<file path="src/quad_port_pkg.sv">
// Shared constants and carrier types for the four parallel port units.
// Assumes an 8-bit special-function register access from the core.
package quad_port_pkg;

   localparam int PORT_WIDTH = 8;

   // Register addresses in the special-function space
   localparam logic [7:0] ADDR_PORT0 = 8'h80;
   localparam logic [7:0] ADDR_PORT1 = 8'h90;
   localparam logic [7:0] ADDR_PORT2 = 8'hA0;
   localparam logic [7:0] ADDR_PORT3 = 8'hB0;

   // Reset value of the latch registers, and the zero byte for read data
   localparam logic [7:0] LATCH_RESET = 8'hFF;
   localparam logic [7:0] BYTE_ZERO   = 8'h00;

   // Alternate function bit positions
   localparam int P1_TIMER_C_COUNT  = 0;
   localparam int P1_TIMER_C_TRIG   = 1;
   localparam int P1_SLAVE_SELECT   = 5;
   localparam int P3_SERIAL_RX      = 0;
   localparam int P3_SERIAL_TX      = 1;
   localparam int P3_EXT_IRQ_A      = 2;
   localparam int P3_EXT_IRQ_B      = 3;
   localparam int P3_TIMER_A_COUNT  = 4;
   localparam int P3_TIMER_B_COUNT  = 5;
   localparam int P3_WRITE_STROBE   = 6;
   localparam int P3_READ_STROBE    = 7;

   // Access from the core into the register space
   typedef struct packed {
      logic       write;
      logic       read;
      logic [7:0] addr;
      logic [7:0] wdata;
   } sfr_req_t;

   // External memory bus request from the core
   typedef struct packed {
      logic       addrPhase;   // Port 0 carries the low address
      logic       dataOut;     // Port 0 drives write data
      logic       hiActive;    // Port 2 carries upper address
      logic [7:0] lowAddr;
      logic [7:0] hiAddr;
      logic [7:0] wdata;
   } xmem_req_t;

   // Peripheral outputs that may replace the port 3 latch value
   typedef struct packed {
      logic serialTxOut;
      logic serialRxOut;     // Mode 0 data driven out
      logic serialRxOutEn;
      logic writeStrobeN;
      logic readStrobeN;
   } alt_out_t;

   // Inputs delivered to the on-chip peripherals
   typedef struct packed {
      logic timerCCountIn;
      logic timerCTriggerIn;
      logic slaveSelectN;
      logic serialRxIn;
      logic extIrqA;
      logic extIrqB;
      logic timerACountIn;
      logic timerBCountIn;
   } alt_in_t;

endpackage
</file>
<file path="src/pin_sync.sv">
// Two-stage synchroniser for a group of asynchronous pin inputs.
// Assumes the pins are level signals from outside the clock domain.
`timescale 1ns/10ps
module pin_sync #(
   parameter int WIDTH = 8
) (
   input  wire logic             clock,
   input  wire logic             reset,
   input  wire logic             clockEnable,
   input  wire logic [WIDTH-1:0] pinIn,
   output      logic [WIDTH-1:0] syncOut
);
   logic [WIDTH-1:0] stage1_r;

   // ***************************************************
   // Stage one feeds stage two only
   // ***************************************************
   always_ff @(posedge clock) begin
      if (reset) begin
         stage1_r <= '0;
         syncOut  <= '0;
      end else if (clockEnable) begin
         stage1_r <= pinIn;
         syncOut  <= stage1_r;
      end
   end
endmodule

</file>
<file path="src/quad_parallel_io_ports.sv">
// Four 8-bit parallel port units with their latch registers.
// Assumes a core that accesses registers with one-cycle strobes and
// that the pad ring resolves pins from output value and enable.
`timescale 1ns/10ps
module quad_parallel_io_ports
   import quad_port_pkg::*;
#(
   parameter int WIDTH = PORT_WIDTH
) (
   input  wire logic                          clock,
   input  wire logic                          reset,
   input  wire logic                          clockEnable,
   input  wire quad_port_pkg::sfr_req_t       sfrReq,
   output      logic [7:0]                    sfrRdata,
   output      logic                          sfrHit,
   input  wire quad_port_pkg::xmem_req_t      xmemReq,
   input  wire quad_port_pkg::alt_out_t       altOut,
   input  wire logic                          serialMode0,
   input  wire logic                          serialEnable,
   input  wire logic                          xdataEnable,
   output      quad_port_pkg::alt_in_t        altIn,
   output      logic [WIDTH-1:0]              xmemRdata,
   input  wire logic [WIDTH-1:0]              port0In,
   output      logic [WIDTH-1:0]              port0Out,
   output      logic [WIDTH-1:0]              port0OutEn,
   input  wire logic [WIDTH-1:0]              port1In,
   output      logic [WIDTH-1:0]              port1AnalogSel,
   input  wire logic [WIDTH-1:0]              port2In,
   output      logic [WIDTH-1:0]              port2Out,
   output      logic [WIDTH-1:0]              port2OutEn,
   input  wire logic [WIDTH-1:0]              port3In,
   output      logic [WIDTH-1:0]              port3Out,
   output      logic [WIDTH-1:0]              port3OutEn
);
   import quad_port_pkg::*;

   logic [WIDTH-1:0] port0_latch_r;
   logic [WIDTH-1:0] port1_config_r;
   logic [WIDTH-1:0] port2_latch_r;
   logic [WIDTH-1:0] port3_latch_r;
   logic [WIDTH-1:0] port0Sync;
   logic [WIDTH-1:0] port1Sync;
   logic [WIDTH-1:0] port2Sync;
   logic [WIDTH-1:0] port3Sync;
   logic [WIDTH-1:0] port0Out_nxt;
   logic [WIDTH-1:0] port0OutEn_nxt;
   logic [WIDTH-1:0] port2Out_nxt;
   logic [WIDTH-1:0] port2OutEn_nxt;
   logic [WIDTH-1:0] port3Out_nxt;
   logic [WIDTH-1:0] port3OutEn_nxt;
   logic [WIDTH-1:0] port3Drive;
   logic [WIDTH-1:0] port3Own;
   logic [WIDTH-1:0] p1Digital;
   logic [7:0]       sfrRdata_nxt;
   logic             p0Bus;

   // ***************************************************
   // Synchronisers for all pin inputs
   // ***************************************************
   pin_sync #(.WIDTH(4*WIDTH)) u_sync (
      .clock       (clock),
      .reset       (reset),
      .clockEnable (clockEnable),
      .pinIn       ({port3In, port2In, port1In, port0In}),
      .syncOut     ({port3Sync, port2Sync, port1Sync, port0Sync})
   );

   function automatic logic isAddr(input sfr_req_t r,
                                   input logic [7:0] a);
      return r.addr == a;
   endfunction

   // ***************************************************
   // Latch registers
   // ***************************************************
   always_ff @(posedge clock) begin
      if (reset) begin
         port0_latch_r  <= LATCH_RESET;
         port1_config_r <= LATCH_RESET;
         port2_latch_r  <= LATCH_RESET;
         port3_latch_r  <= LATCH_RESET;
      end else if (clockEnable && sfrReq.write) begin
         if (isAddr(sfrReq, ADDR_PORT0))
            port0_latch_r <= sfrReq.wdata[WIDTH-1:0];
         if (isAddr(sfrReq, ADDR_PORT1))
            port1_config_r <= sfrReq.wdata[WIDTH-1:0];
         if (isAddr(sfrReq, ADDR_PORT2))
            port2_latch_r <= sfrReq.wdata[WIDTH-1:0];
         if (isAddr(sfrReq, ADDR_PORT3))
            port3_latch_r <= sfrReq.wdata[WIDTH-1:0];
      end
   end

   // ***************************************************
   // Pin drive
   // ***************************************************
   // Port 3 pins whose peripheral is active; disabled ones stay GPIO
   always_comb begin
      port3Own = '0;
      port3Own[P3_SERIAL_RX]    = serialEnable && serialMode0
                                  && altOut.serialRxOutEn;
      port3Own[P3_SERIAL_TX]    = serialEnable;
      port3Own[P3_WRITE_STROBE] = xdataEnable;
      port3Own[P3_READ_STROBE]  = xdataEnable;
   end

   always_comb begin
      port3Drive = port3_latch_r;
      port3Drive[P3_SERIAL_RX]    = altOut.serialRxOut;
      port3Drive[P3_SERIAL_TX]    = altOut.serialTxOut;
      port3Drive[P3_WRITE_STROBE] = altOut.writeStrobeN;
      port3Drive[P3_READ_STROBE]  = altOut.readStrobeN;
   end

   assign p0Bus = xmemReq.addrPhase | xmemReq.dataOut;

   always_comb begin
      // Open drain: only zeros are driven from the latch
      port0Out_nxt   = '0;
      port0OutEn_nxt = ~port0_latch_r;
      if (p0Bus) begin
         // Bus mode drives both levels strongly
         port0Out_nxt   = xmemReq.addrPhase ? xmemReq.lowAddr
                                            : xmemReq.wdata;
         port0OutEn_nxt = '1;
      end
      // Pull-up ports: outside bus and peripheral use the enable models the strong low driver only
      port2Out_nxt   = xmemReq.hiActive ? xmemReq.hiAddr
                                        : port2_latch_r;
      port2OutEn_nxt = xmemReq.hiActive ? '1 : ~port2_latch_r;
      // Alternate output only passes while the latch holds one
      port3Out_nxt   = (port3Own & port3Drive & port3_latch_r)
                     | (~port3Own & port3_latch_r);
      // Owned pins drive strongly; a latch zero always pulls low
      port3OutEn_nxt = port3Own | ~port3_latch_r;
   end

   always_ff @(posedge clock) begin
      if (reset) begin
         port0Out   <= '0;
         port0OutEn <= '0;
         port2Out   <= LATCH_RESET;
         port2OutEn <= '0;
         port3Out   <= LATCH_RESET;
         port3OutEn <= '0;
      end else if (clockEnable) begin
         port0Out   <= port0Out_nxt;
         port0OutEn <= port0OutEn_nxt;
         port2Out   <= port2Out_nxt;
         port2OutEn <= port2OutEn_nxt;
         port3Out   <= port3Out_nxt;
         port3OutEn <= port3OutEn_nxt;
      end
   end

   // Port 1 has no output drive at all, only the analog selection
   always_ff @(posedge clock) begin
      if (reset)
         port1AnalogSel <= LATCH_RESET;
      else if (clockEnable)
         port1AnalogSel <= port1_config_r;
   end

   // ***************************************************
   // Alternate inputs to peripherals
   // ***************************************************
   // Digital path is live only where the pin is not in analog use
   assign p1Digital = port1Sync & ~port1_config_r;

   always_ff @(posedge clock) begin
      if (reset) begin
         altIn     <= '0;
         xmemRdata <= '0;
      end else if (clockEnable) begin
         // A latch zero pins the alternate input at zero
         altIn.timerCCountIn   <= port1Sync[P1_TIMER_C_COUNT]
                                & port1_config_r[P1_TIMER_C_COUNT];
         altIn.timerCTriggerIn <= port1Sync[P1_TIMER_C_TRIG]
                                & port1_config_r[P1_TIMER_C_TRIG];
         altIn.slaveSelectN    <= port1Sync[P1_SLAVE_SELECT]
                                & port1_config_r[P1_SLAVE_SELECT];
         altIn.serialRxIn      <= port3Sync[P3_SERIAL_RX]
                                & port3_latch_r[P3_SERIAL_RX];
         altIn.extIrqA         <= port3Sync[P3_EXT_IRQ_A]
                                & port3_latch_r[P3_EXT_IRQ_A];
         altIn.extIrqB         <= port3Sync[P3_EXT_IRQ_B]
                                & port3_latch_r[P3_EXT_IRQ_B];
         altIn.timerACountIn   <= port3Sync[P3_TIMER_A_COUNT]
                                & port3_latch_r[P3_TIMER_A_COUNT];
         altIn.timerBCountIn   <= port3Sync[P3_TIMER_B_COUNT]
                                & port3_latch_r[P3_TIMER_B_COUNT];
         xmemRdata             <= port0Sync;
      end
   end

   // ***************************************************
   // Register read
   // ***************************************************
   // Reads return pin state, zero for port 1 analog pins, as a port read does on this core
   always_comb begin
      sfrRdata_nxt = BYTE_ZERO;
      if (isAddr(sfrReq, ADDR_PORT0))
         sfrRdata_nxt = port0Sync;
      else if (isAddr(sfrReq, ADDR_PORT1))
         sfrRdata_nxt = p1Digital;
      else if (isAddr(sfrReq, ADDR_PORT2))
         sfrRdata_nxt = port2Sync;
      else if (isAddr(sfrReq, ADDR_PORT3))
         sfrRdata_nxt = port3Sync;
   end

   always_ff @(posedge clock) begin
      if (reset) begin
         sfrRdata <= BYTE_ZERO;
         sfrHit   <= 1'b0;
      end else if (clockEnable) begin
         sfrRdata <= sfrReq.read ? sfrRdata_nxt : BYTE_ZERO;
         sfrHit   <= sfrReq.read && (isAddr(sfrReq, ADDR_PORT0)
                     || isAddr(sfrReq, ADDR_PORT1)
                     || isAddr(sfrReq, ADDR_PORT2)
                     || isAddr(sfrReq, ADDR_PORT3));
      end
   end

   // ***************************************************
   // Assertions
   // ***************************************************
   property p_p0_float;
      @(posedge clock) disable iff (reset)
      (clockEnable && !p0Bus && port0_latch_r == '1)
         |=> (port0OutEn == '0);
   endproperty
   a_p0_float: assert property (p_p0_float)
      else $error("port 0 drives a pin whose latch is one");

   property p_p0_bus;
      @(posedge clock) disable iff (reset)
      (clockEnable && xmemReq.addrPhase)
         |=> (port0OutEn == '1 && port0Out == $past(xmemReq.lowAddr));
   endproperty
   a_p0_bus: assert property (p_p0_bus)
      else $error("port 0 does not drive the low address");

   property p_p1_write;
      @(posedge clock) disable iff (reset)
      (clockEnable && sfrReq.write && sfrReq.addr == ADDR_PORT1)
         |=> ##1 (!$past(clockEnable)
                  || port1AnalogSel == $past(sfrReq.wdata, 2));
   endproperty
   a_p1_write: assert property (p_p1_write)
      else $error("port 1 analog selection did not follow write");

   property p_p2_addr;
      @(posedge clock) disable iff (reset)
      (clockEnable && xmemReq.hiActive)
         |=> (port2Out == $past(xmemReq.hiAddr) && port2OutEn == '1);
   endproperty
   a_p2_addr: assert property (p_p2_addr)
      else $error("port 2 does not drive the upper address");

   property p_p2_pullup;
      @(posedge clock) disable iff (reset)
      (clockEnable && !xmemReq.hiActive)
         |=> (port2OutEn == ~$past(port2_latch_r));
   endproperty
   a_p2_pullup: assert property (p_p2_pullup)
      else $error("port 2 driver does not match the latch");

   property p_p3_stuck;
      @(posedge clock) disable iff (reset)
      (clockEnable && !port3_latch_r[P3_SERIAL_TX])
         |=> (!port3Out[P3_SERIAL_TX] && port3OutEn[P3_SERIAL_TX]);
   endproperty
   a_p3_stuck: assert property (p_p3_stuck)
      else $error("transmit pin not held low with latch zero");

   property p_p3_tx;
      @(posedge clock) disable iff (reset)
      (clockEnable && serialEnable && port3_latch_r[P3_SERIAL_TX])
         |=> (port3Out[P3_SERIAL_TX] == $past(altOut.serialTxOut));
   endproperty
   a_p3_tx: assert property (p_p3_tx)
      else $error("transmit pin does not follow the serial output");

   property p_irq_gate;
      @(posedge clock) disable iff (reset)
      (clockEnable && !port3_latch_r[P3_EXT_IRQ_A])
         |=> !altIn.extIrqA;
   endproperty
   a_irq_gate: assert property (p_irq_gate)
      else $error("interrupt input passed with latch zero");

   property p_reset_ones;
      @(posedge clock) $fell(reset) |-> (port0_latch_r == LATCH_RESET
         && port2_latch_r == LATCH_RESET && port3_latch_r == LATCH_RESET);
   endproperty
   a_reset_ones: assert property (p_reset_ones)
      else $error("latches not all ones after reset");

   property p_p0_data;
      @(posedge clock) disable iff (reset)
      (clockEnable && xmemReq.dataOut && !xmemReq.addrPhase)
         |=> (port0OutEn == '1 && port0Out == $past(xmemReq.wdata));
   endproperty
   a_p0_data: assert property (p_p0_data)
      else $error("port 0 does not drive the write data");

   property p_rx_mode0;
      @(posedge clock) disable iff (reset)
      (clockEnable && serialEnable && serialMode0 && altOut.serialRxOutEn
         && port3_latch_r[P3_SERIAL_RX])
         |=> (port3OutEn[P3_SERIAL_RX]
         && port3Out[P3_SERIAL_RX] == $past(altOut.serialRxOut));
   endproperty
   a_rx_mode0: assert property (p_rx_mode0)
      else $error("receive pin does not carry mode 0 data");

   property p_strobe;
      @(posedge clock) disable iff (reset)
      (clockEnable && xdataEnable && port3_latch_r[P3_WRITE_STROBE])
         |=> (port3OutEn[P3_WRITE_STROBE]
         && port3Out[P3_WRITE_STROBE] == $past(altOut.writeStrobeN));
   endproperty
   a_strobe: assert property (p_strobe)
      else $error("write strobe pin does not follow the strobe");

   // A latch zero holds every port 3 pin low, owned or not
   property p_p3_gate;
      @(posedge clock) disable iff (reset)
      clockEnable |=> ((port3Out & ~$past(port3_latch_r)) == '0);
   endproperty
   a_p3_gate: assert property (p_p3_gate)
      else $error("port 3 pin high while its latch holds zero");

   property p_sfr_hit;
      @(posedge clock) disable iff (reset)
      (clockEnable && sfrReq.read && sfrReq.addr == ADDR_PORT0)
         |=> (sfrHit && sfrRdata == $past(port0Sync));
   endproperty
   a_sfr_hit: assert property (p_sfr_hit)
      else $error("port 0 read not answered with the pin levels");

   c_p0_bus:  cover property (@(posedge clock) xmemReq.addrPhase);
   c_p1_dig:  cover property (@(posedge clock) port1_config_r != '1);
   c_p3_ser:  cover property (@(posedge clock) serialEnable && serialMode0);
   c_xdata:   cover property (@(posedge clock) xdataEnable);
endmodule

</file>
<file path="config.mk">
export PLATFORM = sky130hd
export DESIGN_NAME = quad_parallel_io_ports
export DESIGN_NICKNAME = d
export VERILOG_FILES = /design/src/quad_port_pkg.sv /design/src/pin_sync.sv /design/src/quad_parallel_io_ports.sv
export SDC_FILE = /design/constraint.sdc
export NUM_CORES = 1
export LEC_CHECK = 0
export BUFFER_PORTS_ARGS = -buffer_cell sky130_fd_sc_hd__buf_2
export CORE_ASPECT_RATIO = 1.75
export CORE_MARGIN = 2
export CORE_UTILIZATION = 53
export DETAILED_ROUTE_END_ITERATION = 7
export PLACE_DENSITY_LB_ADDON = 0.1
export SETUP_SLACK_MARGIN = 0.15
export SLEW_MARGIN = 20
export SYNTH_ARGS = -nofsm -noshare
export SYNTH_HDL_FRONTEND = slang
export SYNTH_SLANG_ARGS = --single-unit
</file>
<file path="constraint.sdc">
create_clock -name clock -period 1.65 [get_ports clock]
set_input_delay 0 -clock clock [delete_from_list [all_inputs] [get_ports clock]]
set_output_delay 0 -clock clock [all_outputs]
set_load 0.03 [all_outputs]
</file>
==> flow_summary.ini, run 1 <==
[setup_path]
endpoint_kind = flip-flop
arrival_ns = 1.70
crit_slowest_cell = dlygate4sd3_1
reg2reg_from = port3_latch_r[0]$_SDFFE_PP1P_
cp_data_required_time_ns = 1.96
slowest_delay_ns = 0.56
crit_fanout = 4
setup.worst_path.start = port3_latch_r[0]$_SDFFE_PP1P_
crit_chain = a31oi_1 > nand3_1 > dlygate4sd3_1
worst-setup-path-type = reg -> reg
crit_path_start_kind = flip-flop

[synthesis]
synth_mux_area_share_pct = 12.6
synth-xor-area-share_pct = 0
ys_types = 32
synth_area_sq_um = 6970
yosys.area_share.simple_pct = 16.7
ys_ff_latch = 177
synth.avg_cell_area_sq_um = 9.67
synth_top_area_share_pct = 50.9
synth_area_leaders = dfxtp_1 (51%), mux2i_1 (13%), nor2_1 (6.4%)
synth_top_area_cell = dfxtp_1
synth_nets = 808
synthCells = 720
synth_compound_area_share_pct = 15.7
yosysSeqAreaShare_pct = 50.9
synth_fa_ha_area_share_pct = 0
synth_top_family_by_area = simple AND/OR/NAND/NOR gates
yosysWarningCount = 0

[clock_network]
post_cts_resized = 0
clkSinkCount = 177
clk_latency_ns = 0.42
cts_inserted_buffers = 17
htree_levels = 4
cts_tree = built
cts_setup_buffers = 0
ctsHoldBuffers = 92
clkTransAtPathRegs_ns = 0.07
cts.path.max_buffers = 2
cts-root-buf = clkbuf_16

[status]
outcome = finished, final reports clean

[power_and_ir_drop]
p_leak_nw = 4.20
powerDensity_nw_per_um2 = 1030
irDropWorstVdd_mv = 0.811

[routing]
viasPerCell = 5.62
wire_per_inst_um = 17.5
via_count = 6342
wl_um = 19800
drc_errors = 0
final_antenna_net_count = 0
initialDrtViolationCount = 427
drtPass1Iterations = 5

[finish]
layoutNonFillerInstCount = 1129
top_regs = u_sync.stage1_r (32), u_sync.syncOut (32)
final_cell_mix = dfxtp_1 (177), buf_2 (166), nor2_1 (118), dlygate4sd3_1 (92), mux2i_1 (88)
fin_util_pct = 73.5
num_antenna_cells = 0
fin_nets = 1034
final_common_cell = dfxtp_1
syn2layout_area_growth_pct = 35.8
drive_gt1_share_pct = 22.8

[place]
place.gp.congestion = 0.839
placed_cells = 1006
hpwl_um = 12800
dp_slack_ns = -0.0149
port_buffers = 168

[timing]
final.setup_skew_ns = 0.00697
timing.fmax_mhz = 722
finalCritPeriodShare_pct = 83.9
maxSlewViolCount = 0
worst_pin_slew_ns = 0.604
rsz0062_at_grt = no
hold_viol = 0
setup_viol = 0
fin_crit_ns = 1.38
setup_ws_ns = 0.265
slew_headroom_pct = 59.6

[die]
die_x_um = 90.7
initial_core_util_pct = 54.1
io_pins = 169
num_rows = 55
core_sq_um = 12900
die_area_sq_um = 14100
die_h_um = 156

[global_route]
gr-total-overflow = 0
antenna_found_initial = 0
grt_use_total_pct = 27.9
grt_pass1_wl_um = 31800
grt_pass1_vias = 6305
grt_max_degree = 68

[hold_path]
worstHoldPathType = in -> reg
hold_start = altOut[2]

[run]
drv_cap = 0
## area by class of cell
| type | count | area (sq um) |
|---|---|---|
| Sequential cell | 177 | 3540 |
| Multi-Input combinational cell | 472 | 3140 |
| Timing Repair Buffer | 275 | 1950 |
| Clock inverter | 12 | 156 |
| Inverter | 3 | 11.3 |
| Clock buffer | 19 | 443 |
| Fill cell | 961 | 3410 |
| Tap cell | 171 | 214 |
## power by group
part	switching, mW	internal, mW	leakage, nW
Combinational	0.645	0.512	2.45
Sequential	0.0964	4.43	1.45
Clock	1.67	2.43	0.294
Total	2.41	7.37	4.20
## per-layer routing
layer  global-route usage, %  part of all wire (%)  vias to the layer above
met5                       0                     0                        -
met2                    52.3                    54                      212
met3                    5.85                   4.9                       36
li1                        -                     -                     3056
met1                    30.6                    38                     3038
met4                    10.4                   2.7                        0
## final timing paths
check | to | slack, ns | cells after the start
max | port3Out[0]$_SDFFE_PP1P_ | 0.27 | 3
min | port3OutEn[0]$_SDFFE_PP0P_ | 0.03 | 4
max reg2reg | port3Out[0]$_SDFFE_PP1P_ | 0.27 | 3
min reg2reg | port0OutEn[7]$_SDFFE_PP0P_ | 0.46 | 1
## critical path, delay by kind of cell, from the launching register on
kind	cells	cell delay, ns
AO/OA/AOI/OAI	1	0.25
flip-flops	1	0.37
buffers and inverters	1	0.56
AND/OR/NAND/NOR	1	0.10
## metrics by stage
step,cell area (sq um),hold slack [ns],TNS (ns),power [mW]
floorplan,6970,0.147,0,5.25
global placement,7940,0.235,0,5.57
detailed placement,7940,0.239,-0.0564,5.60
CTS,9460,0.0159,0,9.81
global route,9460,0.0468,0,10.1
finish,9460,0.0253,0,9.78
## synthesized netlist by cell type
library cell	instances
a31oi_1	33
buf_2	9
a32o_1	8
o22ai_1	3
o21ai_0	3
mux2i_1	88
nor4b_2	1
nand2_1	25
a311oi_1	24
nand4b_1	1
and4b_1	1
inv_1	3
o21bai_1	36
nor4_1	33
and2_1	8
a22oi_1	8
nand3_1	8
o32ai_1	1
clkbuf_1	51
or2_2	1
nand3b_1	16
nor4_4	1
a211o_1	16
dfxtp_1	177
nor2_1	118
buf_1	7
nor2b_1	11
o21a_1	1
buf_6	1
or4_4	1
nand2b_1	11
a21oi_1	15
## logic make-up after synthesis
kind of cell / Yosys count
compound gates: 148
buf+inv: 71
flops: 177
mux: 88
simple gates: 236
(Power assumes the default switching activity.)
==> run 2: changes to the inputs <==
==> constraint.sdc (replaced) <==
create_clock -name clock -period 1.3 [get_ports clock]
set_input_delay 0 -clock clock [delete_from_list [all_inputs] [get_ports clock]]
set_output_delay 0 -clock clock [all_outputs]
set_load 0.03 [all_outputs]
==> run 2 against run 1 <==
Net effect:
- the flow now finishes with violations (hold timing)
- combinational power is 28% higher
- sequential share of layout area is 0.12 points lower
- first-iteration DRC count decreased by 6.8%
- utilization grew 0.24 points
- critical endpoint is now port0Out[2]$_SDFFE_PP0P_
- highest routed layer unchanged
==> flow_summary.ini, run 2 (same netlist as run 1, synthesis figures left out) <==
[global_route]
gr-total-overflow = 0
grt_use_total_pct = 28.3
grt_max_degree = 65
grt_pass1_vias = 6349
antenna_found_initial = 0
grt_pass1_wl_um = 32000

[routing]
final_antenna_net_count = 0
via_count = 6404
drtPass1Iterations = 5
wl_um = 20100
initialDrtViolationCount = 398
viasPerCell = 5.65
drc_errors = 0
wire_per_inst_um = 17.7

[setup_path]
r2r_cells = 3
rrSetupSlack_ns = 0.27
crit_path_start_kind = input pin
endpoint_kind = flip-flop
crit_end = port0Out[2]$_SDFFE_PP0P_
setup.worst_path.start = xmemReq[18]
crit_fanout = 1
reg2reg_from = u_sync.syncOut[31]$_SDFFE_PP0P_
arrival_ns = 1.50
r2r_end = sfrRdata[7]$_SDFFE_PP0P_
worst-setup-path-type = in -> reg
cp_data_required_time_ns = 1.63

[clock_network]
clk_latency_ns = 0.42
clkTransAtPathRegs_ns = 0.07
cts.path.max_buffers = 2
cts_inserted_buffers = 17
cts-root-buf = clkbuf_16
htree_levels = 4
clkSinkCount = 177
cts_tree = built

[timing]
whs_ns = -0.0573
timing.fmax_mhz = 857
rsz0062_at_grt = yes
final.setup.tns_ns = 0
setup_viol = 0
worst_pin_slew_ns = 0.498
hold_viol = 5
final.setup_skew_ns = 0.00940
fin_crit_ns = 1.17
finalCritPeriodShare_pct = 89.7
maxSlewViolCount = 0
slew_headroom_pct = 66.7

[die]
io_pins = 169
core_sq_um = 12900
die_area_sq_um = 14100
die_x_um = 90.7
num_rows = 55
die_h_um = 156
initial_core_util_pct = 54.1

[finish]
fin_util_pct = 73.7
layoutNonFillerInstCount = 1133
final_cell_mix = dfxtp_1 (177), buf_2 (166), nor2_1 (118), mux2i_1 (88), dlygate4sd3_1 (78)
syn2layout_area_growth_pct = 36.2
num_antenna_cells = 0
final_common_cell = dfxtp_1
top_regs = u_sync.stage1_r (32), u_sync.syncOut (32)
fin_nets = 1037
drive_gt1_share_pct = 25.1

[power_and_ir_drop]
p_leak_nw = 4.25
irDropWorstVdd_mv = 0.924
power.total_mw = 12.4
powerDensity_nw_per_um2 = 1300

[status]
outcome = complete, but fails checks
violations = hold timing

[run]
drv_cap = 0

[place]
port_buffers = 168
place.gp.congestion = 0.853
hpwl_um = 13400
placed_cells = 1022

[hold_path]
worstHoldPathType = in -> reg
hold_depth = 3
[run 2: worst min-delay path by stage]
stage	slack [ns]	to	start
global placement	0.24	u_sync.stage1_r[23]$_SDFFE_PP0P_	port2In[7]
global route	0.01	port1AnalogSel[4]$_SDFFE_PP1P_	clockEnable
finish	-0.06	port3Out[6]$_SDFFE_PP1P_	xdataEnable
detailed placement	0.25	u_sync.stage1_r[25]$_SDFFE_PP0P_	port3In[1]
CTS	0.003	port3_latch_r[2]$_SDFFE_PP1P_	sfrReq[2]
floorplan	0.15	u_sync.stage1_r[0]$_SDFFE_PP0P_	port0In[0]
[run 2: per-stage QoR]
step	hold slack, ns	instance area, sq um	worst slack [ns]
floorplan	0.147	7020	0.0415
global placement	0.235	8090	-0.0866
detailed placement	0.246	8090	-0.173
CTS	0.00275	9530	0.169
global route	0.0139	9490	0.0594
finish	-0.0573	9490	0.134
[run 2: area by class of cell]
cell class | instances | area, sq um
Clock buffer | 20 | 457
Clock inverter | 12 | 143
Multi-Input combinational cell | 472 | 3170
Timing Repair Buffer | 278 | 1950
Sequential cell | 177 | 3540
Fill cell | 945 | 3380
Inverter | 3 | 11.3
Tap cell | 171 | 214
[run 2: timing repair]
item	CTS	global route
buffers inserted	0	1
resized for setup	0	3
endpoints found under the setup margin	0	9
hold endpoints to repair	85	1
hold buffers	84	1
[run 2: power breakdown]
group | switching [mW] | leakage, nW | internal, mW
clock | 2.17 | 0.286 | 2.98
combinational | 0.834 | 2.51 | 0.654
sequential | 0.119 | 1.45 | 5.62
total | 3.13 | 4.25 | 9.26
[run 2: per-layer routing]
layer,GRT usage [%],vias to the layer above,routed length [um]
met1,31.0,3033,7540
met4,13.4,0,742
met3,4.69,53,999
met5,0,-,0
li1,-,3063,-
met2,52.8,255,10800
[run 2: critical path, cell delays in order]
cell	delay, ns
dlygate4sd3_1	0.54
buf_2	0.10
nand2_1	0.05
dlygate4sd3_1	0.57
a311oi_2	0.23
